**config.mk**
```make
export PLATFORM = sky130hd
export DESIGN_NAME = pec_top
export DESIGN_NICKNAME = d
export VERILOG_FILES = /design/src/common/pec_pkg.sv /design/src/verilog/pec_top.sv
export SDC_FILE = /design/constraint.sdc
export NUM_CORES = 1
export LEC_CHECK = 0
export ABC_AREA = 0
export BUFFER_PORTS_ARGS = -buffer_cell sky130_fd_sc_hd__buf_2
export CORE_ASPECT_RATIO = 0.5
export CORE_MARGIN = 3
export CORE_UTILIZATION = 35
export DETAILED_ROUTE_END_ITERATION = 16
export PLACE_DENSITY_LB_ADDON = 0.15
export SLEW_MARGIN = 10
export SYNTH_ARGS = -nofsm -noshare
export SYNTH_HDL_FRONTEND = slang
export SYNTH_SLANG_ARGS = --single-unit
```
**constraint.sdc**
```tcl
create_clock -name ref_clk_i -period 3 [get_ports ref_clk_i]
set_input_delay 0.3 -clock ref_clk_i [delete_from_list [all_inputs] [get_ports ref_clk_i]]
set_output_delay 0.3 -clock ref_clk_i [all_outputs]
set_load 0.03 [all_outputs]
```
**src/common/pec_pkg.sv**
```systemverilog
package pec_pkg;
    // APB register byte offsets.
    localparam logic [7:0] ADDR_PA_RISE = 8'h00;
    localparam logic [7:0] ADDR_PA_FALL = 8'h04;
    localparam logic [7:0] ADDR_PA_FLAGS = 8'h08;
    localparam logic [7:0] ADDR_PB_RISE = 8'h0c;
    localparam logic [7:0] ADDR_PB_FALL = 8'h10;
    localparam logic [7:0] ADDR_PB_FLAGS = 8'h14;
    localparam logic [7:0] ADDR_PC_RISE = 8'h18;
    localparam logic [7:0] ADDR_PC_FALL = 8'h1c;
    localparam logic [7:0] ADDR_PC_FLAGS = 8'h20;
    localparam logic [7:0] ADDR_CTRL = 8'h24;
    localparam logic [7:0] ADDR_STATUS = 8'h28;
    localparam int CTRL_MASTER_EN_BIT = 0;
    localparam int CTRL_SLEEP_BIT = 1;
    localparam int STATUS_AGG_BIT = 0;
    localparam int STATUS_SLEEP_BIT = 1;
    // Implemented-bit masks per port.
    localparam logic [7:0] PA_MASK = 8'h3f;
    localparam logic [7:0] PB_MASK = 8'hf0;
    localparam logic [7:0] PC_MASK_SMALL = 8'h3f;
    localparam logic [7:0] PC_MASK_LARGE = 8'hff;
    localparam logic [7:0] REG_RESET = 8'h00;
    localparam int NUM_PORTS = 3;

    typedef struct packed {
        logic [7:0] rise;
        logic [7:0] fall;
        logic [7:0] flags;
    } pec_port_cfg_t;

    typedef struct packed {
        logic [7:0] addr;
        logic write;
        logic [31:0] wdata;
    } pec_apb_req_t;
endpackage : pec_pkg

```
**src/verilog/pec_top.sv**
```systemverilog
`timescale 1ns/1ps
// Overview of operation
// - With master enable set, a pin-change event wakes the device from sleep.
// - Edges seen during sleep are flagged before the core resumes execution.
// - A set rise enable arms rising-edge detection on that pin.
// - A set fall enable arms falling-edge detection on that pin.
// - Rising edge with rise enable set sets the pin flag.
// - Falling edge with fall enable set sets the pin flag.
// - Any hardware flag set also sets the aggregate flag.
// - A flag reads zero if no enabled change occurred or software cleared it.
// - With both enables clear, the pin never sets its flag.
// - Port A implements bits 5-0; bits 7-6 read zero.
// - Port B implements bits 7-4; bits 3-0 read zero.
// - Port C spans bits 7-0; bits 7-6 only on larger variants.
// - All enable and flag bits reset to zero on every reset.
// - Without master enable, flags still set but no interrupt is raised.
// - An edge during a flag write leaves that flag set.
// - The aggregate flag is the OR of all pin flags.
// - Both enables set detects both edge directions.
module pec_top #(
    parameter bit LARGE_VARIANT = 1'b1
) (
    // Clock and reset.
    input wire logic ref_clk_i,
    input wire logic resetn_i,
    // APB slave.
    input wire logic psel_i,
    input wire logic penable_i,
    input wire logic pwrite_i,
    input wire logic [7:0] paddr_i,
    input wire logic [31:0] pwdata_i,
    output logic [31:0] prdata_o,
    output logic pready_o,
    output logic pslverr_o,
    // Port pins.
    input wire logic [7:0] porta_pin_i,
    input wire logic [7:0] portb_pin_i,
    input wire logic [7:0] portc_pin_i,
    // Core side.
    output logic pin_change_aggregate_flag_o,
    output logic pin_change_irq_o,
    output logic wake_o
);
    localparam logic [7:0] PC_MASK = LARGE_VARIANT ? pec_pkg::PC_MASK_LARGE
                                                   : pec_pkg::PC_MASK_SMALL;
    logic [7:0] mask [pec_pkg::NUM_PORTS];
    assign mask[0] = pec_pkg::PA_MASK;
    assign mask[1] = pec_pkg::PB_MASK;
    assign mask[2] = PC_MASK;

    pec_pkg::pec_apb_req_t req;
    assign req = '{addr: paddr_i, write: pwrite_i, wdata: pwdata_i};

    logic [7:0] pins [pec_pkg::NUM_PORTS];
    assign pins[0] = porta_pin_i;
    assign pins[1] = portb_pin_i;
    assign pins[2] = portc_pin_i;

    pec_pkg::pec_port_cfg_t cfg [pec_pkg::NUM_PORTS];
    pec_pkg::pec_port_cfg_t next_cfg [pec_pkg::NUM_PORTS];
    logic [7:0] sync1 [pec_pkg::NUM_PORTS];
    logic [7:0] sync2 [pec_pkg::NUM_PORTS];
    logic [7:0] prev [pec_pkg::NUM_PORTS];
    logic [7:0] edge_hit [pec_pkg::NUM_PORTS];
    logic master_en;
    logic next_master_en;
    logic sleeping;
    logic next_sleeping;
    logic primed;
    logic wr_acc;
    logic rd_acc;
    logic [31:0] next_rdata;
    logic next_slverr;
    logic [7:0] next_sync1 [pec_pkg::NUM_PORTS];
    logic [7:0] next_sync2 [pec_pkg::NUM_PORTS];
    logic [7:0] next_prev [pec_pkg::NUM_PORTS];
    logic next_primed;
    logic [31:0] next_prdata;

    assign wr_acc = psel_i && penable_i && req.write;
    assign rd_acc = psel_i && !penable_i && !req.write;
    assign pready_o = 1'b1;

    always_comb begin
        next_primed = 1'b1;
        for (int p = 0; p < pec_pkg::NUM_PORTS; p++) begin
            next_sync1[p] = pins[p];
            next_sync2[p] = sync1[p];
            next_prev[p] = sync2[p];
        end
    end

    always_ff @(posedge ref_clk_i or negedge resetn_i) begin
        if (!resetn_i) begin
            for (int p = 0; p < pec_pkg::NUM_PORTS; p++) begin
                sync1[p] <= pec_pkg::REG_RESET;
                sync2[p] <= pec_pkg::REG_RESET;
                prev[p] <= pec_pkg::REG_RESET;
            end
            primed <= 1'b0;
        end else begin
            for (int p = 0; p < pec_pkg::NUM_PORTS; p++) begin
                sync1[p] <= next_sync1[p];
                sync2[p] <= next_sync2[p];
                prev[p] <= next_prev[p];
            end
            primed <= next_primed;
        end
    end

    // Edge detection is held off only for the first clock after reset, before the sample pipeline
    // is full; a pin that is high at reset release can still register as a rising edge.
    always_comb begin
        for (int p = 0; p < pec_pkg::NUM_PORTS; p++) begin
            edge_hit[p] = primed ? (((sync2[p] & ~prev[p]) & cfg[p].rise) |
                                    ((~sync2[p] & prev[p]) & cfg[p].fall)) & mask[p]
                                 : 8'h00;
        end
    end

    always_comb begin
        next_master_en = master_en;
        next_sleeping = sleeping;
        for (int p = 0; p < pec_pkg::NUM_PORTS; p++) begin
            next_cfg[p] = cfg[p];
            if (wr_acc && req.addr == pec_pkg::ADDR_PA_RISE + 8'(p * 12)) begin
                next_cfg[p].rise = req.wdata[7:0] & mask[p];
            end
            if (wr_acc && req.addr == pec_pkg::ADDR_PA_FALL + 8'(p * 12)) begin
                next_cfg[p].fall = req.wdata[7:0] & mask[p];
            end
            if (wr_acc && req.addr == pec_pkg::ADDR_PA_FLAGS + 8'(p * 12)) begin
                next_cfg[p].flags = req.wdata[7:0] & mask[p];
            end
            next_cfg[p].flags = next_cfg[p].flags | edge_hit[p];
        end
        if (wr_acc && req.addr == pec_pkg::ADDR_CTRL) begin
            next_master_en = req.wdata[pec_pkg::CTRL_MASTER_EN_BIT];
            next_sleeping = req.wdata[pec_pkg::CTRL_SLEEP_BIT];
        end
        if (sleeping && master_en && pin_change_aggregate_flag_o) begin
            next_sleeping = 1'b0;
        end
    end

    always_ff @(posedge ref_clk_i or negedge resetn_i) begin
        if (!resetn_i) begin
            for (int p = 0; p < pec_pkg::NUM_PORTS; p++) begin
                cfg[p] <= '0;
            end
            master_en <= 1'b0;
            sleeping <= 1'b0;
        end else begin
            for (int p = 0; p < pec_pkg::NUM_PORTS; p++) begin
                cfg[p] <= next_cfg[p];
            end
            master_en <= next_master_en;
            sleeping <= next_sleeping;
        end
    end

    always_comb begin
        next_rdata = 32'h0000_0000;
        next_slverr = 1'b1;
        for (int p = 0; p < pec_pkg::NUM_PORTS; p++) begin
            if (req.addr == pec_pkg::ADDR_PA_RISE + 8'(p * 12)) begin
                next_rdata = {24'h000000, cfg[p].rise & mask[p]};
                next_slverr = 1'b0;
            end
            if (req.addr == pec_pkg::ADDR_PA_FALL + 8'(p * 12)) begin
                next_rdata = {24'h000000, cfg[p].fall & mask[p]};
                next_slverr = 1'b0;
            end
            if (req.addr == pec_pkg::ADDR_PA_FLAGS + 8'(p * 12)) begin
                next_rdata = {24'h000000, cfg[p].flags & mask[p]};
                next_slverr = 1'b0;
            end
        end
        if (req.addr == pec_pkg::ADDR_CTRL) begin
            next_rdata[pec_pkg::CTRL_MASTER_EN_BIT] = master_en;
            next_rdata[pec_pkg::CTRL_SLEEP_BIT] = sleeping;
            next_slverr = 1'b0;
        end
        if (req.addr == pec_pkg::ADDR_STATUS) begin
            next_rdata[pec_pkg::STATUS_AGG_BIT] = pin_change_aggregate_flag_o;
            next_rdata[pec_pkg::STATUS_SLEEP_BIT] = sleeping;
            next_slverr = 1'b0;
        end
    end

    // Read data is captured in the setup cycle, so it is stable in the access phase.
    always_comb begin
        next_prdata = prdata_o;
        if (rd_acc) begin
            next_prdata = next_rdata;
        end
    end

    always_ff @(posedge ref_clk_i or negedge resetn_i) begin
        if (!resetn_i) begin
            prdata_o <= 32'h0000_0000;
        end else begin
            prdata_o <= next_prdata;
        end
    end
    assign pslverr_o = psel_i && penable_i && next_slverr;

    assign pin_change_aggregate_flag_o = |(cfg[0].flags | cfg[1].flags | cfg[2].flags);
    assign pin_change_irq_o = master_en && pin_change_aggregate_flag_o;
    assign wake_o = sleeping && pin_change_irq_o;

    chk_edge_sets_flag: assert property (@(posedge ref_clk_i) disable iff (!resetn_i)
        (edge_hit[0] != 8'h00) |=> ((cfg[0].flags & $past(edge_hit[0])) == $past(edge_hit[0])))
        else $error("Port A edge did not set flag.");
    chk_disabled_pin: assert property (@(posedge ref_clk_i) disable iff (!resetn_i)
        (edge_hit[2] & ~(cfg[2].rise | cfg[2].fall)) == 8'h00)
        else $error("Disabled pin produced an edge.");
    chk_porta_unimpl: assert property (@(posedge ref_clk_i) disable iff (!resetn_i)
        (cfg[0].flags & ~pec_pkg::PA_MASK) == 8'h00)
        else $error("Port A unimplemented flag bit set.");
    chk_portb_unimpl: assert property (@(posedge ref_clk_i) disable iff (!resetn_i)
        ((cfg[1].rise | cfg[1].fall | cfg[1].flags) & ~pec_pkg::PB_MASK) == 8'h00)
        else $error("Port B unimplemented bit set.");
    chk_portc_span: assert property (@(posedge ref_clk_i) disable iff (!resetn_i)
        (cfg[2].flags & ~PC_MASK) == 8'h00)
        else $error("Port C bit outside variant set.");
    chk_irq_gate: assert property (@(posedge ref_clk_i) disable iff (!resetn_i)
        !master_en && pin_change_aggregate_flag_o |-> !pin_change_irq_o)
        else $error("Interrupt raised with master disabled.");
    chk_write_race: assert property (@(posedge ref_clk_i) disable iff (!resetn_i)
        wr_acc && req.addr == pec_pkg::ADDR_PB_FLAGS && edge_hit[1] != 8'h00
        |=> (cfg[1].flags & $past(edge_hit[1])) == $past(edge_hit[1]))
        else $error("Edge lost during flag write.");
    chk_aggregate_or: assert property (@(posedge ref_clk_i) disable iff (!resetn_i)
        (edge_hit[0] != 8'h00) |=> pin_change_aggregate_flag_o)
        else $error("Aggregate flag missed a pin flag.");
    chk_sleep_wake: assert property (@(posedge ref_clk_i) disable iff (!resetn_i)
        sleeping && master_en && edge_hit[2] != 8'h00 |=> wake_o ##1 !sleeping)
        else $error("Sleep not left after enabled edge.");
    chk_sync_delay: assert property (@(posedge ref_clk_i) disable iff (!resetn_i)
        primed && cfg[0].rise[0] && $rose(sync2[0][0]) |-> edge_hit[0][0])
        else $error("Synchronised rising edge not detected.");
    chk_fall_detect: assert property (@(posedge ref_clk_i) disable iff (!resetn_i)
        primed && cfg[0].fall[1] && $fell(sync2[0][1]) |-> edge_hit[0][1])
        else $error("Synchronised falling edge not detected.");
    chk_both_edges: assert property (@(posedge ref_clk_i) disable iff (!resetn_i)
        primed && cfg[0].rise[2] && cfg[0].fall[2] && $changed(sync2[0][2]) |-> edge_hit[0][2])
        else $error("Pin with both enables missed an edge.");
    chk_flag_set_b: assert property (@(posedge ref_clk_i) disable iff (!resetn_i)
        (edge_hit[1] != 8'h00) |=> ((cfg[1].flags & $past(edge_hit[1])) == $past(edge_hit[1])))
        else $error("Port B edge did not set flag.");
    chk_flag_set_c: assert property (@(posedge ref_clk_i) disable iff (!resetn_i)
        (edge_hit[2] != 8'h00) |=> ((cfg[2].flags & $past(edge_hit[2])) == $past(edge_hit[2])))
        else $error("Port C edge did not set flag.");
    chk_flags_hold: assert property (@(posedge ref_clk_i) disable iff (!resetn_i)
        !wr_acc && edge_hit[0] == 8'h00 |=> cfg[0].flags == $past(cfg[0].flags))
        else $error("Port A flags changed without edge or write.");
    chk_porta_enables: assert property (@(posedge ref_clk_i) disable iff (!resetn_i)
        ((cfg[0].rise | cfg[0].fall) & ~pec_pkg::PA_MASK) == 8'h00)
        else $error("Port A unimplemented enable bit set.");
    chk_portc_enables: assert property (@(posedge ref_clk_i) disable iff (!resetn_i)
        ((cfg[2].rise | cfg[2].fall) & ~PC_MASK) == 8'h00)
        else $error("Port C enable bit outside variant set.");
    chk_irq_raise: assert property (@(posedge ref_clk_i) disable iff (!resetn_i)
        master_en && pin_change_aggregate_flag_o |-> pin_change_irq_o)
        else $error("Interrupt missing with master enabled.");
    chk_flag_first: assert property (@(posedge ref_clk_i) disable iff (!resetn_i)
        wake_o |-> (cfg[0].flags | cfg[1].flags | cfg[2].flags) != 8'h00)
        else $error("Wake raised with no flag recorded.");
    chk_wake_clears: assert property (@(posedge ref_clk_i) disable iff (!resetn_i)
        wake_o |=> !sleeping)
        else $error("Sleep held after wake.");
    chk_sleep_hold: assert property (@(posedge ref_clk_i) disable iff (!resetn_i)
        sleeping && !master_en && !(wr_acc && req.addr == pec_pkg::ADDR_CTRL) |=> sleeping)
        else $error("Sleep left with master disabled.");
    chk_agg_source: assert property (@(posedge ref_clk_i) disable iff (!resetn_i)
        pin_change_aggregate_flag_o |-> (cfg[0].flags | cfg[1].flags | cfg[2].flags) != 8'h00)
        else $error("Aggregate flag set with no pin flag.");
    chk_portb_edge: assert property (@(posedge ref_clk_i) disable iff (!resetn_i)
        (edge_hit[1] & ~pec_pkg::PB_MASK) == 8'h00)
        else $error("Port B edge on unimplemented bit.");
endmodule : pec_top

```
==> reports/qor.txt, run 1 <==
======================================================================================
Clock Pin Slew Worst Setup and Hold Paths ...............................        60 ps
Required arrival time at the worst endpoint .............................      2700 ps
Router iterations before antenna repair .................................            5
Final ANT Viol Nets .....................................................            0
Hold Slack ..............................................................       216 ps
Floorplan die width .....................................................       177 um
Half-perimeter wire length after detailed placement .....................      8420 um
FFs w/ async S/R, synth .................................................         100%
Largest net degree at the start of global routing .......................           60
FF-to-FF End ............................................................     sleeping
Pin slew with the least headroom to its limit ...........................       770 ps
Clock tree from TritonCTS ...............................................          yes
# DRC ...................................................................            0
Post-synthesis average cell area ........................................     12.5 um2
Final WL ................................................................     12500 um
Hold Path Origin ........................................................  pwdata_i[7]
Post-synthesis cell count ...............................................          413
Clock latency at the later pin of the worst-skew pair ...................       410 ps
Layout net count ........................................................          564
Path type of the worst setup path ....................................... register to primary output
Vias in the first global route ..........................................         3526
Final global-route overflow total .......................................            0
Total count of hold-check failures in the final report ..................            0
Data arrival time at the worst-slack endpoint ...........................      2210 ps
Number of distinct standard cells referenced by the synthesized netlist .           52
Area of the multi-input gates ...........................................     1970 um2
Violation count after the first detailed-routing iteration ..............          262
Wire length per cell after detailed routing .............................      17.8 um
Worst reg-to-reg path cell count ........................................            5
Period Utilization, post-route ..........................................        83.7%
Seq. cell area ..........................................................     2980 um2
Fill cells ..............................................................         1300
Number of primary I/O pins ..............................................          106
Count of maximum capacitance violations .................................            0
Die Footprint ...........................................................    16300 um2
Setup repair after global routing missed its margin .....................        false
Post-Route Skew .........................................................      7.38 ps
Final setup violating endpoints .........................................            0
Flip-flop and latch count after synthesis ...............................          119
Starting Density ........................................................        36.8%
Critical path launch point type .........................................     register
Placer congestion estimate ..............................................        0.820
Capture endpoint of the worst hold path .................................      cfg[15]
Post-synthesis instance area ............................................     5140 um2
Primary flip-flop cell chosen by synthesis mapping ...................... sky130_fd_sc_hd__dfrtp_1
Number of rows created at floorplan .....................................           30
Wire length of the first global-routing pass ............................     20300 um
Area of the placeable core ..............................................    14000 um2
Utilization after layout ................................................        45.3%
Number of port buffers ..................................................           50
Final Max Slew Viols ....................................................            0
Fmax ....................................................................      398 MHz
Die height ..............................................................      91.7 um
CTS Root Cell ........................................................... sky130_fd_sc_hd__clkbuf_16
Crit path time final ....................................................      2510 ps
Diodes inserted .........................................................            0
Fraction of final layout cells with drive strength greater than 1 .......        28.6%
Post-detailed-route via-to-cell ratio ...................................         4.88
Hold crit path type ..................................................... primary input to register
Count of flip-flops with a built-in enable after synthesis ..............            0
Total power density per cell area .......................................   650 nW/um2
Fin Setup TNS ...........................................................         0 ps
Hold Crit Depth .........................................................            2
Worst slew margin relative to its limit .................................        48.7%
Count of synthesis-stage warnings from yosys ............................            0
CTS max path bufs .......................................................            2
H-Tree Depth ............................................................            4
Startpoint of the most critical register-to-register path ...............      cfg[53]
Run status .............................................................. finished clean
Worst Setup SP ..........................................................      cfg[53]
Category of the worst setup path capture point .......................... primary output
Number of post-CTS setup repair buffers .................................            0
Sequential share of the synthesized area ................................        57.9%
Cell leakage power ......................................................      2.88 nW
Largest voltage drop on the vdd net .....................................       345 uV
Total number of vias ....................................................         3409
Biggest fanout along the worst timing path ..............................            4
Number of sinks on the clock net ........................................          119
Area delta synth->final .................................................        23.0%
Number of antenna violations at the first check in global routing .......            0
Total global-route track usage ..........................................        16.5%
Number of CTS-inserted buffers ..........................................           17
Worst-case register-to-register setup slack .............................      1130 ps
======================================================================================
-- stage by stage --
| stage | instances | power, mW | instance area, um2 | worst slack, ps |
|---|---|---|---|---|
| global placement | 649 | 2.05 | 5540 | 871 |
| finish | 699 | 4.11 | 6330 | 490 |
| floorplan | 437 | 1.94 | 5240 | 898 |
| detailed placement | 649 | 2.05 | 5540 | 885 |
| CTS | 699 | 4.16 | 6330 | 469 |
| global route | 699 | 4.29 | 6330 | 377 |
-- cell type report --
type	count	area share, %
multi-input combinational	277	31.2
timing repair buffer	79	8.38
tap	192	3.80
clock inverter	14	2.81
inverter	1	0.0593
clock buffer	17	6.72
sequential	119	47.0
-- where the power goes --
part | internal [mW] | total [mW] | switching, mW
Sequential | 1.68 | 1.74 | 0.0555
Clock | 1.31 | 2.07 | 0.764
Combinational | 0.110 | 0.302 | 0.192
-- worst max-delay path, stage by stage (launching register included) --
cell	delay [ps]
sky130_fd_sc_hd__dfrtp_1	400
sky130_fd_sc_hd__or4_1	600
sky130_fd_sc_hd__nor3_1	170
sky130_fd_sc_hd__nand4_1	190
sky130_fd_sc_hd__and3_4	270
sky130_fd_sc_hd__buf_2	170
-- worst max-delay path by stage --
stage,end,depth (start not counted)
2_1_floorplan,pin_change_irq_o,4
3_3_place_gp,cfg[59],6
3_5_place_dp,cfg[56],6
4_1_cts,wake_o,5
5_1_grt,wake_o,5
6_report,wake_o,5
-- registers in the layout (all words and copies together) (netlist names) --
name,flops
master_en,1
next_prev,18
primed,1
prdata_o,8
sleeping,1
cfg,54
prev,18
next_sync2,18
-- logic make-up (layout without fill, tap and decap cells) --
logic type	after synthesis	count (layout)	synth area share, %
simple gates	129	129	14.6
flops	119	119	57.9
compound gates	70	70	9.14
mux	52	52	12.7
buf+inv	41	111	5.50
other cells	2	26	0.146
-- metal layers --
layer	routed length, um	share of wire [%]	up-vias	global-route usage, %
li1	-	-	1611	-
met1	6110	49	1686	25.0
met2	5440	44	104	22.6
met3	834	6.7	8	3.93
met4	78	0.63	0	6.01
met5	0	0	-	0
-- synth_stat cells, types with 4 or more instances --
master                       n  area share, %
sky130_fd_sc_hd__a211oi_1    4           0.58
sky130_fd_sc_hd__a21oi_1    10           0.97
sky130_fd_sc_hd__a221o_1    12            2.3
sky130_fd_sc_hd__a32oi_1     4           0.68
sky130_fd_sc_hd__and2_1      5           0.61
sky130_fd_sc_hd__and3_1     12            1.5
sky130_fd_sc_hd__buf_2       6           0.58
sky130_fd_sc_hd__buf_4      26            3.8
sky130_fd_sc_hd__clkbuf_1    6           0.44
sky130_fd_sc_hd__dfrtp_1   119             58
sky130_fd_sc_hd__mux2_2     29            6.3
sky130_fd_sc_hd__mux2_4      7            2.0
sky130_fd_sc_hd__mux2i_1    10            1.9
sky130_fd_sc_hd__mux4_2      5            2.2
sky130_fd_sc_hd__nand2_1    44            3.2
sky130_fd_sc_hd__nand3_1     4           0.39
sky130_fd_sc_hd__nand3b_1   18            2.6
sky130_fd_sc_hd__nor2_1     13           0.95
sky130_fd_sc_hd__nor2b_1     6           0.73
sky130_fd_sc_hd__nor3_1      4           0.39
sky130_fd_sc_hd__o21ai_0    27            2.6
-- layout by cell type (no fill, tap or decap), drive strengths merged, types with 12 or more instances in the layout --
master       synthesis  layout
clkbuf               6      17
buf                 34      60
nand3b              18      18
conb                 2      26
dfrtp              119     119
nor2                13      13
a221o               12      12
o21ai               27      27
and3                15      15
nand2               46      46
dlygate4sd3          0      19
mux2                37      37
-- timing repair --
item,CTS,global route
hold buffers,19,0
endpoints found under the setup margin,0,0
resized for setup,0,0
hold endpoints to repair,28,0
No activity file was read; power rests on OpenSTA's default activity.
==> run 2: changes to the inputs <==
==> constraint.sdc (replaced) <==
create_clock -name ref_clk_i -period 2.05 [get_ports ref_clk_i]
set_input_delay 0.205 -clock ref_clk_i [delete_from_list [all_inputs] [get_ports ref_clk_i]]
set_output_delay 0.205 -clock ref_clk_i [all_outputs]
set_load 0.03 [all_outputs]
==> run 2 against run 1 <==
  * The run now ends with negative setup slack left
  * First-iteration DRC count decreased by 2.7%
  * Sequential share of layout area decreased by 0.97 points
  * Cell area increased by 2.1%
  * Non-clock buffer count increased by 12
  * Die area unchanged
  * Routed wire length increased by 0.12%
  * Critical path type unchanged
  * Total power increased by 46%
  * Final cell count increased by 1.9%
  * Clock-buffer cell count increased by 1
  * Via count increased by 1.3%
  * Combinational power increased by 51%
==> reports/qor.txt, run 2 (synthesis results as in run 1) <==
================================================================================
Area of the multi-input gates .....................................     1980 um2   +0.44%
Global-route track usage on met1 ..................................        24.1%   -0.96 points
Pin slew with the least headroom to its limit .....................       737 ps   -32.9 ps
Count of maximum capacitance violations ...........................            0   unchanged
Die Footprint .....................................................    16300 um2   unchanged
Seq. cell area ....................................................     2980 um2   unchanged
Wire length per cell after detailed routing .......................      17.5 um   -1.7%
Starting Density ..................................................        36.8%   unchanged
Layout net count ..................................................          576   +2.1%
Number of primary I/O pins ........................................          106   unchanged
Critical path, cell by cell ....................................... or4_4, nor3_2, nand4_1, and3_4, buf_6
Most common library cell in the layout ignoring fill and taps ..... sky130_fd_sc_hd__dfrtp_1
Total number of vias ..............................................         3455   +1.3%
Biggest fanout along the worst timing path ........................            4   unchanged
Area of placed instances ..........................................     5620 um2   +1.4%
Number of CTS-inserted buffers ....................................           17   unchanged
Worst slack at placement ..........................................      54.1 ps   -831 ps
Number of port buffers ............................................           50   unchanged
H-Tree Depth ......................................................            4   unchanged
Largest voltage drop on the vdd net ...............................       538 uV   +56%
Router iterations before antenna repair ...........................            4   -1
Setup repair after global routing missed its margin ...............         true
Total power density per cell area .................................   932 nW/um2   +43%
Final global-route overflow total .................................            0   unchanged
Post-Route Skew ...................................................      8.09 ps   +0.705 ps
Total count of hold-check failures in the final report ............            0   unchanged
Data arrival time at the worst-slack endpoint .....................      2060 ps   -150 ps
Fill cells ........................................................         1318   +1.4%
Path type of the worst setup path ................................. register to primary output
Wire length of the first global-routing pass ......................     19600 um   -3.5%
Clock latency at the later pin of the worst-skew pair .............       410 ps   about the same
Diodes inserted ...................................................            0   unchanged
Number of rows created at floorplan ...............................           30   unchanged
Failing checks .................................................... negative setup slack
# DRC .............................................................            0   unchanged
Die height ........................................................      91.7 um   unchanged
Category of the worst setup path capture point .................... primary output
Largest register FFs ..............................................           54   unchanged
Crit path time final ..............................................      2270 ps
Met2 layer usage reported by global route .........................        22.9%   +0.32 points
Worst slew margin relative to its limit ...........................        50.9%   +2.2 points
Final Cell Area ...................................................     6460 um2   +2.1%
Period Utilization, post-route ....................................         111%
Master of the slowest instance on the critical path ............... sky130_fd_sc_hd__or4_4
Half-perimeter wire length after detailed placement ...............      8630 um   +2.6%
CTS Root Cell ..................................................... sky130_fd_sc_hd__clkbuf_16
Final Max Slew Viols ..............................................            0   unchanged
Commonest cells after routing, fill and taps aside ................ sky130_fd_sc_hd__dfrtp_1 (119), sky130_fd_sc_hd__buf_2 (46), sky130_fd_sc_hd__nand2_1 (44), sky130_fd_sc_hd__mux2_2 (29), sky130_fd_sc_hd__o21ai_0 (27)
Met3 Usage GRT ....................................................        3.89%   -0.041 points
Critical path launch point type ...................................     register
Required arrival time at the worst endpoint .......................      1850 ps   -850 ps
Final WL ..........................................................     12500 um   +0.12%
Clock Pin Slew Worst Setup and Hold Paths .........................        60 ps   about the same
Floorplan die width ...............................................       177 um   unchanged
CTS max path bufs .................................................            2   unchanged
Number of sinks on the clock net ..................................          119   unchanged
Total global-route track usage ....................................        16.0%   -0.48 points
Largest net degree at the start of global routing .................           39   -35%
Placer congestion estimate ........................................        0.810   -1.3%
Clock tree from TritonCTS .........................................          yes
Vias in the first global route ....................................         3449   -2.2%
Final ANT Viol Nets ...............................................            0   unchanged
Number of antenna violations at the first check in global routing .            0   unchanged
Stage delay of the slowest cell on the critical path ..............       570 ps   -30 ps
Hold crit path type ............................................... primary input to register
Setup slack of the critical path after layout .....................      -217 ps   -707 ps
Violation count after the first detailed-routing iteration ........          255   -2.7%
Busiest metal layer after global routing ..........................         met1
Register name with the most flops .................................          cfg
Final setup violating endpoints ...................................            3   +3
Post-detailed-route via-to-cell ratio .............................         4.85   -0.50%
Area of the placeable core ........................................    14000 um2   unchanged
Fmax ..............................................................      441 MHz
Total power consumption of the routed design ......................      6.02 mW   +46%
Fraction of final layout cells with drive strength greater than 1 .        30.8%   +2.2 points
Area delta synth->final ...........................................        25.6%
Hold Slack ........................................................       119 ps   -96.7 ps
Cell leakage power ................................................      2.96 nW   +2.8%
Run status ........................................................ complete, but fails checks
================================================================================
run 2: changes by cell type in the layout (fill, tap and decap cells not counted), moves of 2 or more:
cell                    change
sky130_fd_sc_hd__buf_4     +11
sky130_fd_sc_hd__buf_6      +3
sky130_fd_sc_hd__buf_2      -3
sky130_fd_sc_hd__inv_8      +2
sky130_fd_sc_hd__inv_6      +2
run 2: what timing repair did:
action	4_1_cts	5_1_grt
resized for setup	8	0
endpoints found under the hold margin	51	0
endpoints found under the setup margin	3	3
hold buffers	19	0
pin swaps	2	0
buffers inserted	3	0
run 2: metrics by stage:
step	TNS, ps	cells	util [%]
after global routing	-906	712	46.3
after detailed placement	0	658	40.2
after global placement	0	658	40.2
after floorplan	0	437	-
final	-624	712	46.3
after CTS	-609	712	46.3
run 2: layer usage:
layer	vias to the layer above	routed length (um)
li1	1636	-
met1	1728	6360
met2	87	5390
met3	4	645
met4	0	76
met5	-	0
run 2: area by class of cell:
type	count	share of cell area [%]
clock buffer	18	6.80
clock inverter	14	2.58
inverter	1	0.0581
multi-input combinational	277	30.7
sequential	119	46.1
tap	192	3.72
timing repair buffer	91	10.1
run 2: final timing paths:
check                          startpoint  depth (start not counted)       endpoint  slack, ps
setup / recovery                  cfg[53]                          5         wake_o       -220
hold / removal                pwdata_i[6]                          2        cfg[46]        120
setup reg to reg                  cfg[53]                          6       sleeping        180
hold reg to reg            next_sync2[13]                          0  next_prev[13]        350
max in group asynchronous        resetn_i                          3    prdata_o[3]       1090
min in group asynchronous        resetn_i                          2        prev[6]        320
run 2: power breakdown:
group | internal [mW] | switching [mW] | leakage (nW)
logic | 0.172 | 0.286 | 1.20
clock network | 1.86 | 1.17 | 0.288
registers | 2.46 | 0.0800 | 1.48
run 2: critical path: cells and delay by family (launching register included):
| kind | cells | cell delay [ps] |
|---|---|---|
| buffers and inverters | 1 | 130 |
| flip-flops | 1 | 380 |
| AND/OR/NAND/NOR | 4 | 1150 |
==> run 3: changes to the inputs <==
--- a/config.mk
+++ b/config.mk
@@ -9,7 +9,7 @@
 export BUFFER_PORTS_ARGS = -buffer_cell sky130_fd_sc_hd__buf_2
 export CORE_ASPECT_RATIO = 0.5
 export CORE_MARGIN = 3
-export CORE_UTILIZATION = 35
+export CORE_UTILIZATION = 25
 export DETAILED_ROUTE_END_ITERATION = 16
 export PLACE_DENSITY_LB_ADDON = 0.15
 export SLEW_MARGIN = 10
==> constraint.sdc (replaced) <==
create_clock -name ref_clk_i -period 2.05 [get_ports ref_clk_i]
set_input_delay 0.205 -clock ref_clk_i [delete_from_list [all_inputs] [get_ports ref_clk_i]]
set_output_delay 0.205 -clock ref_clk_i [all_outputs]
set_load 0.05 [all_outputs]
==> run 3 against run 2 <==
  * The run still ends with negative setup slack left
  * Combinational power is 19% higher
  * Fmax is 1.8% lower
  * Global-route usage is 3.4 points lower
  * Clock skew is 1.3 ps higher
  * Via count is 0.55% higher
  * Final cell count is 11% higher
  * Sequential power hardly changed
==> reports/qor.txt, run 3 (synthesis results as in run 1) <==
================================================================================
Category of the worst setup path capture point .................... primary output
Wire length per cell after detailed routing .......................      17.4 um   -0.71%
Final WL ..........................................................     13700 um   +9.9%
Final Max Slew Viols ..............................................            0   unchanged
# DRC .............................................................            0   unchanged
Total number of vias ..............................................         3474   +0.55%
Final ANT Viol Nets ...............................................            0   unchanged
Seq. cell area ....................................................     2980 um2   unchanged
Die height ........................................................       107 um   +17%
Post-detailed-route via-to-cell ratio .............................         4.41   -9.1%
Fraction of final layout cells with drive strength greater than 1 .        31.1%   +0.32 points
CTS Root Cell ..................................................... sky130_fd_sc_hd__clkbuf_16
Violation count after the first detailed-routing iteration ........          237   -7.1%
Clock tree from TritonCTS .........................................          yes
CTS max path bufs .................................................            2   unchanged
Post-Route Skew ...................................................      9.39 ps   +1.30 ps
Pin slew with the least headroom to its limit .....................       755 ps   +17.9 ps
Register name with the most flops .................................          cfg
Placer congestion estimate ........................................        0.785   -3.1%
Largest voltage drop on the vdd net ...............................       472 uV   -12%
Total count of hold-check failures in the final report ............            0   unchanged
Buf+Inv Stages, Crit Path .........................................            1   unchanged
Total global-route track usage ....................................        12.6%   -3.4 points
Number of primary I/O pins ........................................          106   unchanged
Total power density per cell area .................................   946 nW/um2   +1.5%
Half-perimeter wire length after detailed placement ...............      9410 um   +9.0%
Final setup violating endpoints ...................................            3   unchanged
Largest register FFs ..............................................           54   unchanged
Area of placed instances ..........................................     5750 um2   +2.4%
Number of rows created at floorplan ...............................           36   +20%
Run status ........................................................ complete, but fails checks
Wire length of the first global-routing pass ......................     21400 um   +9.2%
Crit path time final ..............................................      2310 ps   +41.0 ps
Master of the slowest instance on the critical path ............... sky130_fd_sc_hd__or4_4
Failing checks .................................................... negative setup slack
Hold crit path type ............................................... primary input to register
Setup repair after global routing missed its margin ...............         true
Vias in the first global route ....................................         3572   +3.6%
Data arrival time at the worst-slack endpoint .....................      2100 ps   +40 ps
Fmax ..............................................................      433 MHz   -1.8%
Fin Setup TNS .....................................................      -695 ps   -71.3 ps
Number of port buffers ............................................           50   unchanged
Clock latency at the later pin of the worst-skew pair .............       410 ps   about the same
Cell leakage power ................................................      2.99 nW   +0.70%
Stage delay of the slowest cell on the critical path ..............       550 ps   -20 ps
Required arrival time at the worst endpoint .......................      1850 ps   about the same
Starting Density ..................................................        26.0%   -11 points
Number of antenna violations at the first check in global routing .            0   unchanged
Setup slack of the critical path after layout .....................      -258 ps   -41.0 ps
Clock Pin Slew Worst Setup and Hold Paths .........................        60 ps   about the same
Worst slew margin relative to its limit ...........................        49.7%   -1.2 points
Floorplan die width ...............................................       209 um   +18%
Final global-route overflow total .................................            0   unchanged
Path type of the worst setup path ................................. register to primary output
H-Tree Depth ......................................................            4   unchanged
Number of sinks on the clock net ..................................          119   unchanged
Die Footprint .....................................................    22400 um2   +38%
Final Cell Area ...................................................     6620 um2   +2.4%
Layout net count ..................................................          577   +0.17%
Critical path launch point type ...................................     register
Fill cells ........................................................         1992   +51%
Area delta synth->final ...........................................        28.7%
Area of the placeable core ........................................    19800 um2   +42%
Count of maximum capacitance violations ...........................            0   unchanged
Area of the multi-input gates .....................................     1990 um2   +0.44%
Cell type group with the largest total delay on the critical path . simple AND/OR/NAND/NOR gates
Router iterations before antenna repair ...........................            4   unchanged
Largest net degree at the start of global routing .................           73   +87%
Period Utilization, post-route ....................................         113%   +2.0 points
Number of CTS-inserted buffers ....................................           17   unchanged
Worst slack at placement ..........................................      44.3 ps   -9.81 ps
Most common library cell in the layout ignoring fill and taps ..... sky130_fd_sc_hd__dfrtp_1
Utilization after layout ..........................................        33.4%   -13 points
Biggest fanout along the worst timing path ........................            4   unchanged
Commonest cells after routing, fill and taps aside ................ sky130_fd_sc_hd__dfrtp_1 (119), sky130_fd_sc_hd__buf_2 (46), sky130_fd_sc_hd__nand2_1 (44), sky130_fd_sc_hd__mux2_2 (29), sky130_fd_sc_hd__o21ai_0 (27)
Critical path, cell by cell ....................................... or4_4, nor3_4, nand4_1, and3_4, buf_6
================================================================================
[run 3: layout make-up]
class | instances | share of cell area, %
Clock buffer | 18 | 6.63
Timing Repair Buffer | 92 | 10.3
Antenna cell | 1 | 0.0378
Multi-Input combinational cell | 277 | 30.1
Inverter | 1 | 0.0567
Sequential cell | 119 | 45.0
Tap cell | 266 | 5.03
Clock inverter | 14 | 2.84
[run 3: worst min-delay path: stages]
cell                      delay (ps)
sky130_fd_sc_hd__buf_2           150
sky130_fd_sc_hd__mux2i_1          80
sky130_fd_sc_hd__nand2_1          60
[run 3: final timing paths]
check / end / cells past startpoint / start / slack [ps]
max: wake_o / 5 / cfg[51] / -260
min: cfg[51] / 3 / pwdata_i[3] / 110
max reg2reg: sleeping / 6 / cfg[51] / 140
min reg2reg: next_prev[0] / 0 / next_sync2[0] / 350
max in group asynchronous: cfg[53] / 3 / resetn_i / 1270
min in group asynchronous: next_prev[6] / 2 / resetn_i / 160
[run 3: metrics by stage]
stage / total power, mW / cells / hold slack [ps]
2_1_floorplan: 2.91 / 437 / -90.6
3_3_place_gp: 3.10 / 734 / 42.9
3_5_place_dp: 3.11 / 734 / 42.2
4_1_cts: 6.34 / 787 / 98.9
5_1_grt: 6.51 / 787 / 125
6_report: 6.26 / 788 / 112
[run 3: metal layers]
metal  vias up  wire length (um)  global-route usage [%]
met3         6               526                    2.62
met4         0                70                    3.77
met2        77              6260                    19.0
met5         -                 0                       0
li1       1639                 -                       -
met1      1752              6850                    18.2
[run 3: what timing repair did]
item / CTS / global route
setup buffers: 2 / 0
gates resized for setup: 8 / 1
setup endpoints to repair: 3 / 3
pin swaps: 3 / 3
hold endpoints to repair: 137 / 0
hold buffers: 19 / 0
[run 3: report_power, final]
group / total [mW] / internal [mW] / leakage, nW / switching [mW]
Sequential: 2.55 / 2.46 / 1.48 / 0.0850
Clock: 3.17 / 1.98 / 0.298 / 1.19
Combinational: 0.542 / 0.176 / 1.21 / 0.366
Total: 6.26 / 4.62 / 2.99 / 1.64
